==> src/sctl_pkg.sv <==
package sctl_pkg;
  // Register indices; the byte address on the bus is four times the index.
  localparam logic [7:0] TIMER0_CONTROL_IDX = 8'hD2;
  localparam logic [7:0] SYSTEM_MODE_IDX = 8'hDF;
  localparam logic [7:0] STOP_UNLOCK_IDX = 8'hE4;
  localparam logic [7:0] IRQ_STATUS_IDX = 8'hF8;
  localparam logic [7:0] IRQ_MASK_IDX = 8'hF9;
  // Word-aligned byte addresses derived from the indices.
  localparam logic [9:0] TIMER0_CONTROL_ADDR = {TIMER0_CONTROL_IDX, 2'b00};
  localparam logic [9:0] SYSTEM_MODE_ADDR = {SYSTEM_MODE_IDX, 2'b00};
  localparam logic [9:0] STOP_UNLOCK_ADDR = {STOP_UNLOCK_IDX, 2'b00};
  localparam logic [9:0] IRQ_STATUS_ADDR = {IRQ_STATUS_IDX, 2'b00};
  localparam logic [9:0] IRQ_MASK_ADDR = {IRQ_MASK_IDX, 2'b00};
  // Field positions of the system mode register.
  localparam int MODE_GIE_BIT = 3;
  localparam int MODE_PAGE_LSB = 0;
  localparam int MODE_PAGE_W = 3;
  // Field positions of the timer 0 control register.
  localparam int T0_SEL_LSB = 6;
  localparam int T0_CLR_BIT = 3;
  localparam int T0_IE_BIT = 1;
  localparam int T0_PEND_BIT = 0;
  // Reset values.
  localparam logic [7:0] STOP_UNLOCK_RST = 8'h00;
  localparam logic [1:0] T0_SEL_RST = 2'h0;
  localparam logic [2:0] PAGE_RST = 3'h0;
  // Value that unlocks the stop instruction.
  localparam logic [7:0] STOP_KEY = 8'hA5;
  // Shared interrupt vector and the reset address.
  localparam logic [15:0] INT_VECTOR = 16'h0000;
  localparam logic [15:0] RESET_ADDR = 16'h0000;
  // Prescaler terminal counts, each the divide ratio less one.
  localparam int PRESC_W = 12;
  localparam logic [11:0] DIV4096_LAST = 12'hFFF;
  localparam logic [11:0] DIV256_LAST = 12'h0FF;
  localparam logic [11:0] DIV8_LAST = 12'h007;
  localparam logic [11:0] DIV1_LAST = 12'h000;
  // Interrupt status layout.
  localparam int IRQ_W = 2;
  localparam int IRQ_T0_MATCH = 0;
  localparam int IRQ_STOP_REFUSED = 1;

  // Instruction strobes from the CPU core, one-cycle pulses.
  typedef struct packed {
    logic irq_on;
    logic irq_off;
    logic irq_return;
    logic int_ack;
    logic stop_exec;
  } sctl_cpu_ops_t;
endpackage

==> src/sctl_regs.sv <==
`timescale 1ns/10ps
`default_nettype none
// Overview of operation
// - Stop allowed only when unlock holds A5
// - Locked stop loads PC with reset address
// - Mode bit 3 is global interrupt enable
// - Mode bits 2..0 select page, zero used
// - Timer clock divided by 4096,256,8,1
// - Writing 1 to bit 3 clears counter
// - Pending bit reads set, write 0 clears
// - All interrupts share vector 0000H
// - Request needs global and source enable
// - Enable instruction sets, disable clears enable
// - Acknowledge clears enable, return sets it
module sctl_regs #(
  parameter int ADDR_W = 12
) (
  input wire logic mclk,
  input wire logic rst_n,
  input wire logic psel,
  input wire logic penable,
  input wire logic pwrite,
  input wire logic [ADDR_W-1:0] paddr,
  input wire logic [31:0] pwdata,
  input wire logic [3:0] pstrb,
  output logic [31:0] prdata,
  output logic pready,
  output logic pslverr,
  input wire sctl_pkg::sctl_cpu_ops_t cpu_ops,
  input wire logic t0_match,
  output logic stop_enter,
  output logic pc_load,
  output logic [15:0] pc_load_addr,
  output logic int_req,
  output logic [15:0] int_vector,
  output logic [2:0] page_sel,
  output logic t0_tick,
  output logic t0_clear,
  output logic irq
);

  // The decode needs the ten low address bits at least.
  if (ADDR_W < 10) begin : g_bad_addr_w
    $error("ADDR_W must be at least 10.");
  end

  // Stored register fields.
  logic [7:0] stop_unlock_reg;
  logic gie_reg;
  logic [2:0] page_reg;
  logic [1:0] t0_sel_reg;
  logic t0_clr_bit_reg;
  logic t0_ie_reg;
  logic t0_pend_reg;
  logic [sctl_pkg::IRQ_W-1:0] irq_status_reg;
  logic [sctl_pkg::IRQ_W-1:0] irq_mask_reg;
  // Prescaler count and its terminal value.
  logic [11:0] presc_reg;
  logic [11:0] presc_last;
  // Registered outputs.
  logic [31:0] prdata_reg;
  logic stop_enter_reg;
  logic pc_load_reg;
  logic t0_tick_reg;
  logic t0_clear_reg;
  // Bus decode terms.
  logic upper_zero;
  logic hit_t0;
  logic hit_mode;
  logic hit_stop;
  logic hit_ists;
  logic hit_imsk;
  logic hit_any;
  logic wr_acc;
  logic wr_lane0;
  logic [7:0] rd_byte;
  // Stop instruction outcome terms.
  logic stop_ok;
  logic stop_refused;
  logic [sctl_pkg::IRQ_W-1:0] irq_events;

  // Upper address bits beyond the register window must be zero for a hit.
  if (ADDR_W > 10) begin : g_upper
    assign upper_zero = (paddr[ADDR_W-1:10] == '0);
  end else begin : g_no_upper
    assign upper_zero = 1'b1;
  end

  // Address decode of the five registers.
  assign hit_t0 = upper_zero && (paddr[9:0] == sctl_pkg::TIMER0_CONTROL_ADDR);
  assign hit_mode = upper_zero && (paddr[9:0] == sctl_pkg::SYSTEM_MODE_ADDR);
  assign hit_stop = upper_zero && (paddr[9:0] == sctl_pkg::STOP_UNLOCK_ADDR);
  assign hit_ists = upper_zero && (paddr[9:0] == sctl_pkg::IRQ_STATUS_ADDR);
  assign hit_imsk = upper_zero && (paddr[9:0] == sctl_pkg::IRQ_MASK_ADDR);
  assign hit_any = hit_t0 || hit_mode || hit_stop || hit_ists || hit_imsk;
  // A write takes effect only in the access phase, with byte lane 0 enabled.
  assign wr_acc = psel && penable && pwrite && hit_any;
  assign wr_lane0 = wr_acc && pstrb[0];

  // The slave never stalls; unmapped addresses answer with an error.
  assign pready = psel && penable;
  assign pslverr = psel && penable && !hit_any;
  assign prdata = prdata_reg;

  // Read multiplexer; unused bits read as zero.
  always_comb begin
    rd_byte = 8'h00;
    if (hit_t0) begin
      rd_byte[sctl_pkg::T0_SEL_LSB +: 2] = t0_sel_reg;
      rd_byte[sctl_pkg::T0_CLR_BIT] = t0_clr_bit_reg;
      rd_byte[sctl_pkg::T0_IE_BIT] = t0_ie_reg;
      rd_byte[sctl_pkg::T0_PEND_BIT] = t0_pend_reg;
    end else if (hit_mode) begin
      rd_byte[sctl_pkg::MODE_GIE_BIT] = gie_reg;
      rd_byte[sctl_pkg::MODE_PAGE_LSB +: sctl_pkg::MODE_PAGE_W] = page_reg;
    end else if (hit_stop) begin
      rd_byte = stop_unlock_reg;
    end else if (hit_ists) begin
      rd_byte[sctl_pkg::IRQ_W-1:0] = irq_status_reg;
    end else if (hit_imsk) begin
      rd_byte[sctl_pkg::IRQ_W-1:0] = irq_mask_reg;
    end
  end

  // Read data is captured in the setup cycle and held through the access.
  always_ff @(posedge mclk) begin
    if (!rst_n) begin
      prdata_reg <= 32'h0000_0000;
    end else if (psel && !penable && !pwrite) begin
      prdata_reg <= {24'h00_0000, rd_byte};
    end
  end

  // Stop unlock register, plain read and write.
  always_ff @(posedge mclk) begin
    if (!rst_n) begin
      stop_unlock_reg <= sctl_pkg::STOP_UNLOCK_RST;
    end else if (wr_lane0 && hit_stop) begin
      stop_unlock_reg <= pwdata[7:0];
    end
  end

  assign stop_ok = cpu_ops.stop_exec && (stop_unlock_reg == sctl_pkg::STOP_KEY);
  assign stop_refused = cpu_ops.stop_exec && (stop_unlock_reg != sctl_pkg::STOP_KEY);

  // Stop outcome pulses: enter stop mode, or jump to the reset address.
  always_ff @(posedge mclk) begin
    if (!rst_n) begin
      stop_enter_reg <= 1'b0;
      pc_load_reg <= 1'b0;
    end else begin
      stop_enter_reg <= stop_ok;
      pc_load_reg <= stop_refused;
    end
  end
  assign stop_enter = stop_enter_reg;
  assign pc_load = pc_load_reg;
  assign pc_load_addr = sctl_pkg::RESET_ADDR;

  // Global interrupt enable; instruction events take priority over bus writes.
  always_ff @(posedge mclk) begin
    if (!rst_n) begin
      gie_reg <= 1'b0;
    end else if (cpu_ops.int_ack) begin
      gie_reg <= 1'b0;
    end else if (cpu_ops.irq_off) begin
      gie_reg <= 1'b0;
    end else if (cpu_ops.irq_on || cpu_ops.irq_return) begin
      gie_reg <= 1'b1;
    end else if (wr_lane0 && hit_mode) begin
      gie_reg <= pwdata[sctl_pkg::MODE_GIE_BIT];
    end
  end

  // Page select, stored as written; only page 0 has registers behind it.
  always_ff @(posedge mclk) begin
    if (!rst_n) begin
      page_reg <= sctl_pkg::PAGE_RST;
    end else if (wr_lane0 && hit_mode) begin
      page_reg <= pwdata[sctl_pkg::MODE_PAGE_LSB +: sctl_pkg::MODE_PAGE_W];
    end
  end
  assign page_sel = page_reg;

  // Timer 0 control fields; the clear bit keeps whatever was written.
  always_ff @(posedge mclk) begin
    if (!rst_n) begin
      t0_sel_reg <= sctl_pkg::T0_SEL_RST;
      t0_clr_bit_reg <= 1'b0;
      t0_ie_reg <= 1'b0;
    end else if (wr_lane0 && hit_t0) begin
      t0_sel_reg <= pwdata[sctl_pkg::T0_SEL_LSB +: 2];
      t0_clr_bit_reg <= pwdata[sctl_pkg::T0_CLR_BIT];
      t0_ie_reg <= pwdata[sctl_pkg::T0_IE_BIT];
    end
  end

  // Counter clear pulse on each write of a one to the clear bit.
  always_ff @(posedge mclk) begin
    if (!rst_n) begin
      t0_clear_reg <= 1'b0;
    end else begin
      t0_clear_reg <= wr_lane0 && hit_t0 && pwdata[sctl_pkg::T0_CLR_BIT];
    end
  end
  assign t0_clear = t0_clear_reg;

  // Match pending flag; a match in the clearing cycle wins over the clear.
  always_ff @(posedge mclk) begin
    if (!rst_n) begin
      t0_pend_reg <= 1'b0;
    end else if (t0_match) begin
      t0_pend_reg <= 1'b1;
    end else if (wr_lane0 && hit_t0 && !pwdata[sctl_pkg::T0_PEND_BIT]) begin
      t0_pend_reg <= 1'b0;
    end
  end

  always_comb begin
    unique case (t0_sel_reg)
      2'b00: presc_last = sctl_pkg::DIV4096_LAST;
      2'b01: presc_last = sctl_pkg::DIV256_LAST;
      2'b10: presc_last = sctl_pkg::DIV8_LAST;
      2'b11: presc_last = sctl_pkg::DIV1_LAST;
    endcase
  end

  // Prescaler; a counter clear also restarts it so the first period is whole.
  always_ff @(posedge mclk) begin
    if (!rst_n) begin
      presc_reg <= 12'h000;
      t0_tick_reg <= 1'b0;
    end else if (t0_clear_reg) begin
      presc_reg <= 12'h000;
      t0_tick_reg <= 1'b0;
    end else if (presc_reg >= presc_last) begin
      presc_reg <= 12'h000;
      t0_tick_reg <= 1'b1;
    end else begin
      presc_reg <= presc_reg + 12'h001;
      t0_tick_reg <= 1'b0;
    end
  end
  assign t0_tick = t0_tick_reg;

  assign int_req = gie_reg && t0_ie_reg && t0_pend_reg;
  assign int_vector = sctl_pkg::INT_VECTOR;

  // Events seen by the sticky status register.
  assign irq_events = {stop_refused, t0_match};

  // Sticky status, cleared by writing ones; a new event wins over the clear.
  always_ff @(posedge mclk) begin
    if (!rst_n) begin
      irq_status_reg <= '0;
    end else if (wr_lane0 && hit_ists) begin
      irq_status_reg <= (irq_status_reg & ~pwdata[sctl_pkg::IRQ_W-1:0]) | irq_events;
    end else begin
      irq_status_reg <= irq_status_reg | irq_events;
    end
  end

  // Mask register of the same layout as the status.
  always_ff @(posedge mclk) begin
    if (!rst_n) begin
      irq_mask_reg <= '0;
    end else if (wr_lane0 && hit_imsk) begin
      irq_mask_reg <= pwdata[sctl_pkg::IRQ_W-1:0];
    end
  end

  // Level interrupt while any unmasked status bit is set.
  assign irq = |(irq_status_reg & irq_mask_reg);

  // Unlocked stop enters stop mode only.
  property p_stop_ok;
    @(posedge mclk) disable iff (!rst_n)
    (cpu_ops.stop_exec && stop_unlock_reg == 8'hA5) |=> (stop_enter && !pc_load);
  endproperty
  a_stop_ok: assert property (p_stop_ok) else $error("Unlocked stop did not enter stop.");
  // Locked stop jumps to the reset address.
  property p_stop_bad;
    @(posedge mclk) disable iff (!rst_n)
    (cpu_ops.stop_exec && stop_unlock_reg != 8'hA5) |=> (pc_load && !stop_enter && pc_load_addr == 16'h0000);
  endproperty
  a_stop_bad: assert property (p_stop_bad) else $error("Locked stop did not reload PC.");
  // No request while the global enable is clear.
  property p_gie_gate;
    @(posedge mclk) disable iff (!rst_n)
    !gie_reg |-> !int_req;
  endproperty
  a_gie_gate: assert property (p_gie_gate) else $error("Request with global enable clear.");
  // Page field follows a mode write.
  property p_page;
    @(posedge mclk) disable iff (!rst_n)
    (wr_lane0 && hit_mode) |=> (page_sel == $past(pwdata[2:0]));
  endproperty
  a_page: assert property (p_page) else $error("Page select not stored.");
  // Divide by 8 gives a tick every eighth cycle.
  property p_div8;
    @(posedge mclk) disable iff (!rst_n)
    (t0_tick && t0_sel_reg == 2'b10 && !t0_clear_reg) ##1 (t0_sel_reg == 2'b10 && !t0_clear_reg)[*7] |=> t0_tick;
  endproperty
  a_div8: assert property (p_div8) else $error("Divide by 8 period wrong.");
  // A one written to the clear bit pulses clear and is kept.
  property p_clear;
    @(posedge mclk) disable iff (!rst_n)
    (wr_lane0 && hit_t0 && pwdata[3]) |=> (t0_clear && t0_clr_bit_reg) ##1 (!t0_clear);
  endproperty
  a_clear: assert property (p_clear) else $error("Counter clear misbehaved.");
  // Pending holds unless a zero is written to it.
  property p_pend;
    @(posedge mclk) disable iff (!rst_n)
    (t0_match || (t0_pend_reg && !(wr_lane0 && hit_t0 && !pwdata[0]))) |=> t0_pend_reg;
  endproperty
  a_pend: assert property (p_pend) else $error("Pending flag lost.");
  // Any request uses the shared vector.
  property p_vector;
    @(posedge mclk) disable iff (!rst_n)
    int_req |-> (int_vector == 16'h0000);
  endproperty
  a_vector: assert property (p_vector) else $error("Wrong interrupt vector.");
  // A match with both gates open and left untouched raises a request on the next cycle.
  property p_two_gates;
    @(posedge mclk) disable iff (!rst_n)
    (t0_match && gie_reg && t0_ie_reg && !cpu_ops.int_ack && !cpu_ops.irq_off && !(wr_lane0 && (hit_t0 || hit_mode)))
      |=> int_req;
  endproperty
  a_two_gates: assert property (p_two_gates) else $error("Open gates gave no request.");
  // The enable instruction, issued without disable or acknowledge, sets the enable on the next cycle.
  property p_on_off;
    @(posedge mclk) disable iff (!rst_n)
    (cpu_ops.irq_on && !cpu_ops.irq_off && !cpu_ops.int_ack) |=> gie_reg;
  endproperty
  a_on_off: assert property (p_on_off) else $error("Enable instruction ignored.");
  // A disabled source stays pending without requesting.
  property p_src_off;
    @(posedge mclk) disable iff (!rst_n)
    (t0_pend_reg && !t0_ie_reg) |-> !int_req;
  endproperty
  a_src_off: assert property (p_src_off) else $error("Disabled source requested.");
  // Acknowledge clears the enable until a return, an enable instruction or a mode write sets it again.
  property p_ack;
    @(posedge mclk) disable iff (!rst_n)
    cpu_ops.int_ack |=> (!gie_reg && !int_req);
  endproperty
  a_ack: assert property (p_ack) else $error("Acknowledge left enable set.");

endmodule
`default_nettype wire

==> config.mk <==
export PLATFORM = sky130hd
export DESIGN_NAME = sctl_regs
export DESIGN_NICKNAME = d
export VERILOG_FILES = /design/src/sctl_pkg.sv /design/src/sctl_regs.sv
export SDC_FILE = /design/constraint.sdc
export NUM_CORES = 1
export LEC_CHECK = 0
export BUFFER_PORTS_ARGS = -buffer_cell sky130_fd_sc_hd__buf_4
export CAP_MARGIN = 20
export CORE_UTILIZATION = 35
export CTS_CLUSTER_DIAMETER = 200
export DETAILED_ROUTE_END_ITERATION = 8
export PLACE_DENSITY = 0.63
export SETUP_SLACK_MARGIN = 0.4
export SLEW_MARGIN = 30
export SYNTH_ARGS = -nofsm -noshare
export SYNTH_HDL_FRONTEND = slang
export SYNTH_SLANG_ARGS = --single-unit
==> constraint.sdc <==
create_clock -name mclk -period 4.85 [get_ports mclk]
set_input_delay 0.485 -clock mclk [delete_from_list [all_inputs] [get_ports mclk]]
set_output_delay 0.485 -clock mclk [all_outputs]
set_load 0.1 [all_outputs]
; ---- Word level (Yosys, flattened, before mapping)
; Cells that the tools add are included.
[totals]
regBits = 45
latch_bits = 0
ram_bits = 0
romBits = 0
in_bits = 59
out_inout_bits = 75
wordCells = 91
mem_count = 0
[op_classes]
addsub = 1
mul = 0
div = 0
magnitude_cmp = 1
eq_ne = 10
shift = 0
n_mux = 18
bitwise = 6
reduce_logical = 40
[op_table]
columns = cell, n
row1 = 10-bit equality test (second input constant), 5
row2 = 12-bit one-hot mux with 4 select lines, 1
row3 = 1-bit logical AND, 23
row4 = 2-bit 2-to-1 mux, 7
row5 = 12-bit by 1-bit adder with 12-bit output (second input constant), 1
row6 = 12-bit >= comparator, 1
row7 = 8-bit equality test (second input constant), 1
row8 = 4-bit 2-to-1 mux, 2
row9 = 8-bit inequality test (second input constant), 1
row10 = 1-bit 2-to-1 mux, 7
row11 = 6-bit 2-to-1 mux, 1
row12 = 3-bit OR reduction, 2
row13 = 1-bit logical OR, 5
row14 = 2-bit AND, 2
row15 = 2-bit equality test (second input constant), 2
row16 = 1-bit zero test, 4
row17 = 2-bit zero test, 2
row18 = 2-bit bitwise OR, 2
row19 = 2-bit nonzero test, 2
row20 = 2-bit OR reduction, 2
row21 = 2-bit by 1-bit equality test with 1-bit output (second input constant), 1
row22 = 2-bit inverter, 1
row23 = 1-bit inverter, 1

; ---- Longest topological paths before layout
[logic_depth]
word_depth = 12
depth_mapped = 9
mapped_depth_nobuf = 8

; ---- Worst setup path before layout
; Ideal clock, no wire load.
[synth_timing]
kind = input to output
startpoint = input port psel
endpoint = output port pslverr
arrival_time_ns = 3.574
t_required_ns = 4.365
setup_slack_ns = 0.791
stages = 3
n_path_buf = 0
cell_sequence = and2_1 -> o21ai_0 -> nor3_1
[synth_via]
elab_chain_len = 2
[synth_lines]
columns = element, line_no
row1 = from (decl), sctl_regs.sv:20  ; input wire logic psel,
row2 = 1-bit logical AND (2 in series), sctl_regs.sv:102  ; assign pslverr = psel && penable && !hit_any;
row3 = to (decl), sctl_regs.sv:28  ; output logic pslverr,
; No other way between the ends.

; ---- Final worst setup path
[layout_timing]
startpoint = register t0_sel_reg[1]
endpoint = register t0_tick_reg (netlist: t0_tick)
[layout_via]
elab_chain_len = 4
word_cells_on_any_way = 7
classes_between = 1 x order compare / 3 x eq/ne / 2 x mux / 1 x reduce/logical
[layout_lines]
columns = element, line_no
row1 = from (decl), sctl_regs.sv:51  ; logic [1:0] t0_sel_reg;
row2 = from (signal assigned), sctl_regs.sv:188  ; t0_sel_reg <= sctl_pkg::T0_SEL_RST;
row3 = from (signal assigned), sctl_regs.sv:192  ; t0_sel_reg <= pwdata[sctl_pkg::T0_SEL_LSB +: 2];
row4 = "2-bit equality test, or another cell as far along", sctl_regs.sv:220  ; unique case (t0_sel_reg)
row5 = 12-bit one-hot mux with 4 select lines *, sctl_regs.sv:220
row6 = 12-bit >= comparator *, sctl_regs.sv:236  ; end else if (presc_reg >= presc_last) begin
row7 = 1-bit 2-to-1 mux *, sctl_regs.sv:236
row8 = to (signal assigned), sctl_regs.sv:235  ; t0_tick_reg <= 1'b0;
row9 = to (signal assigned), sctl_regs.sv:238  ; t0_tick_reg <= 1'b1;
row10 = to (signal assigned), sctl_regs.sv:241  ; t0_tick_reg <= 1'b0;
row11 = to (decl), sctl_regs.sv:64  ; logic t0_tick_reg;
; Every way passes the cells marked *; elsewhere a longest branch is shown, timed or not.
; A chain may end at the register's enable or synchronous reset.

==> impl_metrics.yaml <==
worst_setup_path:
  timing.rr.start: "t0_sel_reg[1]"
  worstPathArrival_ns: 2.48
  rr_endpoint: "t0_tick"
  crit_path_start_kind: "flip-flop"
  path_depth: 7
  max_stage_delay_ns: 0.52
  r2r_cells: 7
  path_cells: "nand2_1 > ha_1 > nand2b_1 > a2111oi_0 > o211ai_1 > a21o_1 > nor2b_1"
  crit_start: "t0_sel_reg[1]"
  crit_family: "compound AO/OA/AOI/OAI gates"
  cp_slowest_cell: "dfxtp_1"
  cp_max_fo: 13
  ff2ff_setup_slack_ns: 2.55
  path_buf_inv: 0
  crit_path_end: "t0_tick"
  timing_worst_setup_path_type: "reg -> reg"
  cp.required_ns: 5.03
  end_kind: "flip-flop"
die:
  start_util_pct: 35.90
  die_height_um: 90.81
  coreArea_sq_mm: 0.007687
  rows: 32
  ioPinCount: 134
  dieArea_sq_mm: 0.008246
  die_w_um: 90.81
clock_tree:
  hold_buffers: 0
  clk_pin_slew_ns: 0.08
  clk_path_buf_depth: 2
  clock_tree.root_cell: "clkbuf_8"
  cts_resized: 0
  tritoncts: "yes"
  cts_sinks: 45
  cts_max_level: 2
  cts_setup_buffers: 0
  cts_buffers: 5
  clk_latency_ns: 0.30
yosys:
  yosys.area.top_type: "dfxtp_1"
  syn_inst: 324
  synth_seq_cells: 45
  synth_ff_type: "dfxtp_1"
  synth_top_area_share_pct: 32.64
  seq_area_frac_synth_pct: 32.64
  netlist_top_cells_count: "57 x buf_4, 45 x dfxtp_1, 28 x nand2_1"
  async_flop_share_pct: 0
  synth_area_per_cell_sq_um: 8.519
  yosysMostFrequentCell: "buf_4"
  yosys-top-cells-area: "dfxtp_1 33%, buf_4 16%, ha_1 5.9%, nand3_1 4.0%, nand2_1 3.8%"
  yosysWarnings: 0
  netlist_area_sq_mm: 0.002760
  synth_edf_count: 0
  synth_cell_types: 51
drt:
  ant_nets: 0
  num_vias: 2169
  dr.first_iter.drc_count: 51
  routed_via_density: 4.635
  routed_wl_um: 5548
  wl_per_cell_um: 11.85
  drc: 0
  first_pass_iters: 4
finish:
  final_layout_size_suffix_gt1_share_pct: 19.40
  largest_register_ffs: 12
  layout.nets: 437
  diodes: 0
  area_growth_pct: 9.066
  fin_cells: 468
  fill_cells: 809
job:
  maxCapViolations: 0
grt:
  grt_max_degree: 37
  grtUsageTotal_pct: 13.56
  grt_pass1_wl_um: 8956
  first_global_vias: 1873
  antenna_found_initial: 0
  overflow: 0
run_status:
  outcome: "finished, final reports clean"
placed_design:
  placedCellCount: 460
  routabilityCongestion: 0.8061
  dpl.hpwl_um: 4353
  io_buffer_count: 50
worst_hold_path:
  hold_class: "in -> reg"
sta:
  hold_violations: 0
  post-route-min-period_ns: 2.299
  slew_violations: 0
  tightest_slew_ns: 0.5562
  fmax_mhz: 434.9
  setup_viol: 0
  rsz0062_at_grt: "false"
  max_slew_margin_pct: 62.63
  post-route-period-util_pct: 47.41
  fin_tns_setup_ns: 0
  skew_ns: 0.006227
power_and_ir_drop:
  leakage_nw: 1.334
  power.density_mw_per_mm2: 294.9
  vdd_drop_max_mv: 0.1222
## where the power goes
| group | internal [mW] | switching (mW) | leakage (nW) |
|---|---|---|---|
| combinational | 0.0325 | 0.246 | 0.925 |
| sequential | 0.376 | 0.00486 | 0.365 |
| clock | 0.0995 | 0.129 | 0.0439 |
| total | 0.508 | 0.380 | 1.33 |
## how the worst min path moves through the flow
stage / cells past startpoint / end / slack, ns / from
2_1_floorplan: 2 / t0_clr_bit_reg / 0.43 / t0_clr_bit_reg
3_3_place_gp: 2 / t0_clr_bit_reg / 0.45 / t0_clr_bit_reg
3_5_place_dp: 2 / prdata[4] / 0.45 / prdata[4]
4_1_cts: 2 / gie_reg / 0.33 / cpu_ops[3]
5_1_grt: 2 / gie_reg / 0.32 / cpu_ops[3]
6_report: 2 / gie_reg / 0.34 / cpu_ops[3]
## cell families (layout without fill, tap and decap cells)
family	after synthesis	in the layout	share of synthesized area, %
simple gates	114	114	22.67
buf+inv	78	65	20.72
compound gates	58	58	12.97
flops	45	45	32.64
fa+ha+maj	13	13	5.893
xor+xnor	10	10	3.173
mux	5	5	1.813
other cells	1	56	0.1359
## cell type report
type	instances	area (sq um)	share of cell area, %
multi-input cells	256	1494	49.63
clock inverters	3	17.52	0.5819
flip-flops and latches	45	900.9	29.93
repair buffers	50	375.4	12.47
inverters	7	26.28	0.8728
clock buffers	5	68.82	2.286
well taps	102	127.6	4.239
## stage by stage
step	util (%)	hold slack [ns]	setup WS, ns	area, sq um	power (mW)
6_report	39.16	0.3376	2.551	3010	0.8877
5_1_grt	39.16	0.3150	2.306	3010	0.9304
4_1_cts	39.16	0.3256	2.533	3010	0.8984
3_5_place_dp	38.04	0.4494	2.565	2924	0.6681
3_3_place_gp	38.04	0.4453	2.595	2924	0.6667
2_1_floorplan	-	0.4323	0.7908	2967	0.6680
## cells in the final DEF (no fill, tap or decap), drive strengths merged, types with 2 or more instances in the layout
master	netlist	final
a2111oi	2	2
a21o	2	2
a21oi	18	18
a221oi	2	2
a22oi	3	3
and2	4	4
and3	6	6
and3b	2	2
buf	65	50
clkbuf	5	5
clkinv	0	2
conb	1	56
dfxtp	45	45
ha	13	13
inv	7	7
mux2i	5	5
nand2	28	28
nand2b	2	2
nand3	25	25
nand4	5	5
nor2	15	15
nor2b	3	3
nor3	16	16
o21ai	23	23
o22a	2	2
xnor2	6	6
xor2	4	4
## per-layer routing
layer  part of all wire [%]  routed length [um]  track usage [%]  vias to the layer above
met5                      0                   0                0                        -
met4                    1.2                  65            3.968                        0
met3                    5.1                 281            4.040                        9
met2                     50                2787            23.61                       76
met1                     43                2413            16.01                      989
li1                       -                   -                -                     1095
Power figures use the tool's default switching activity.
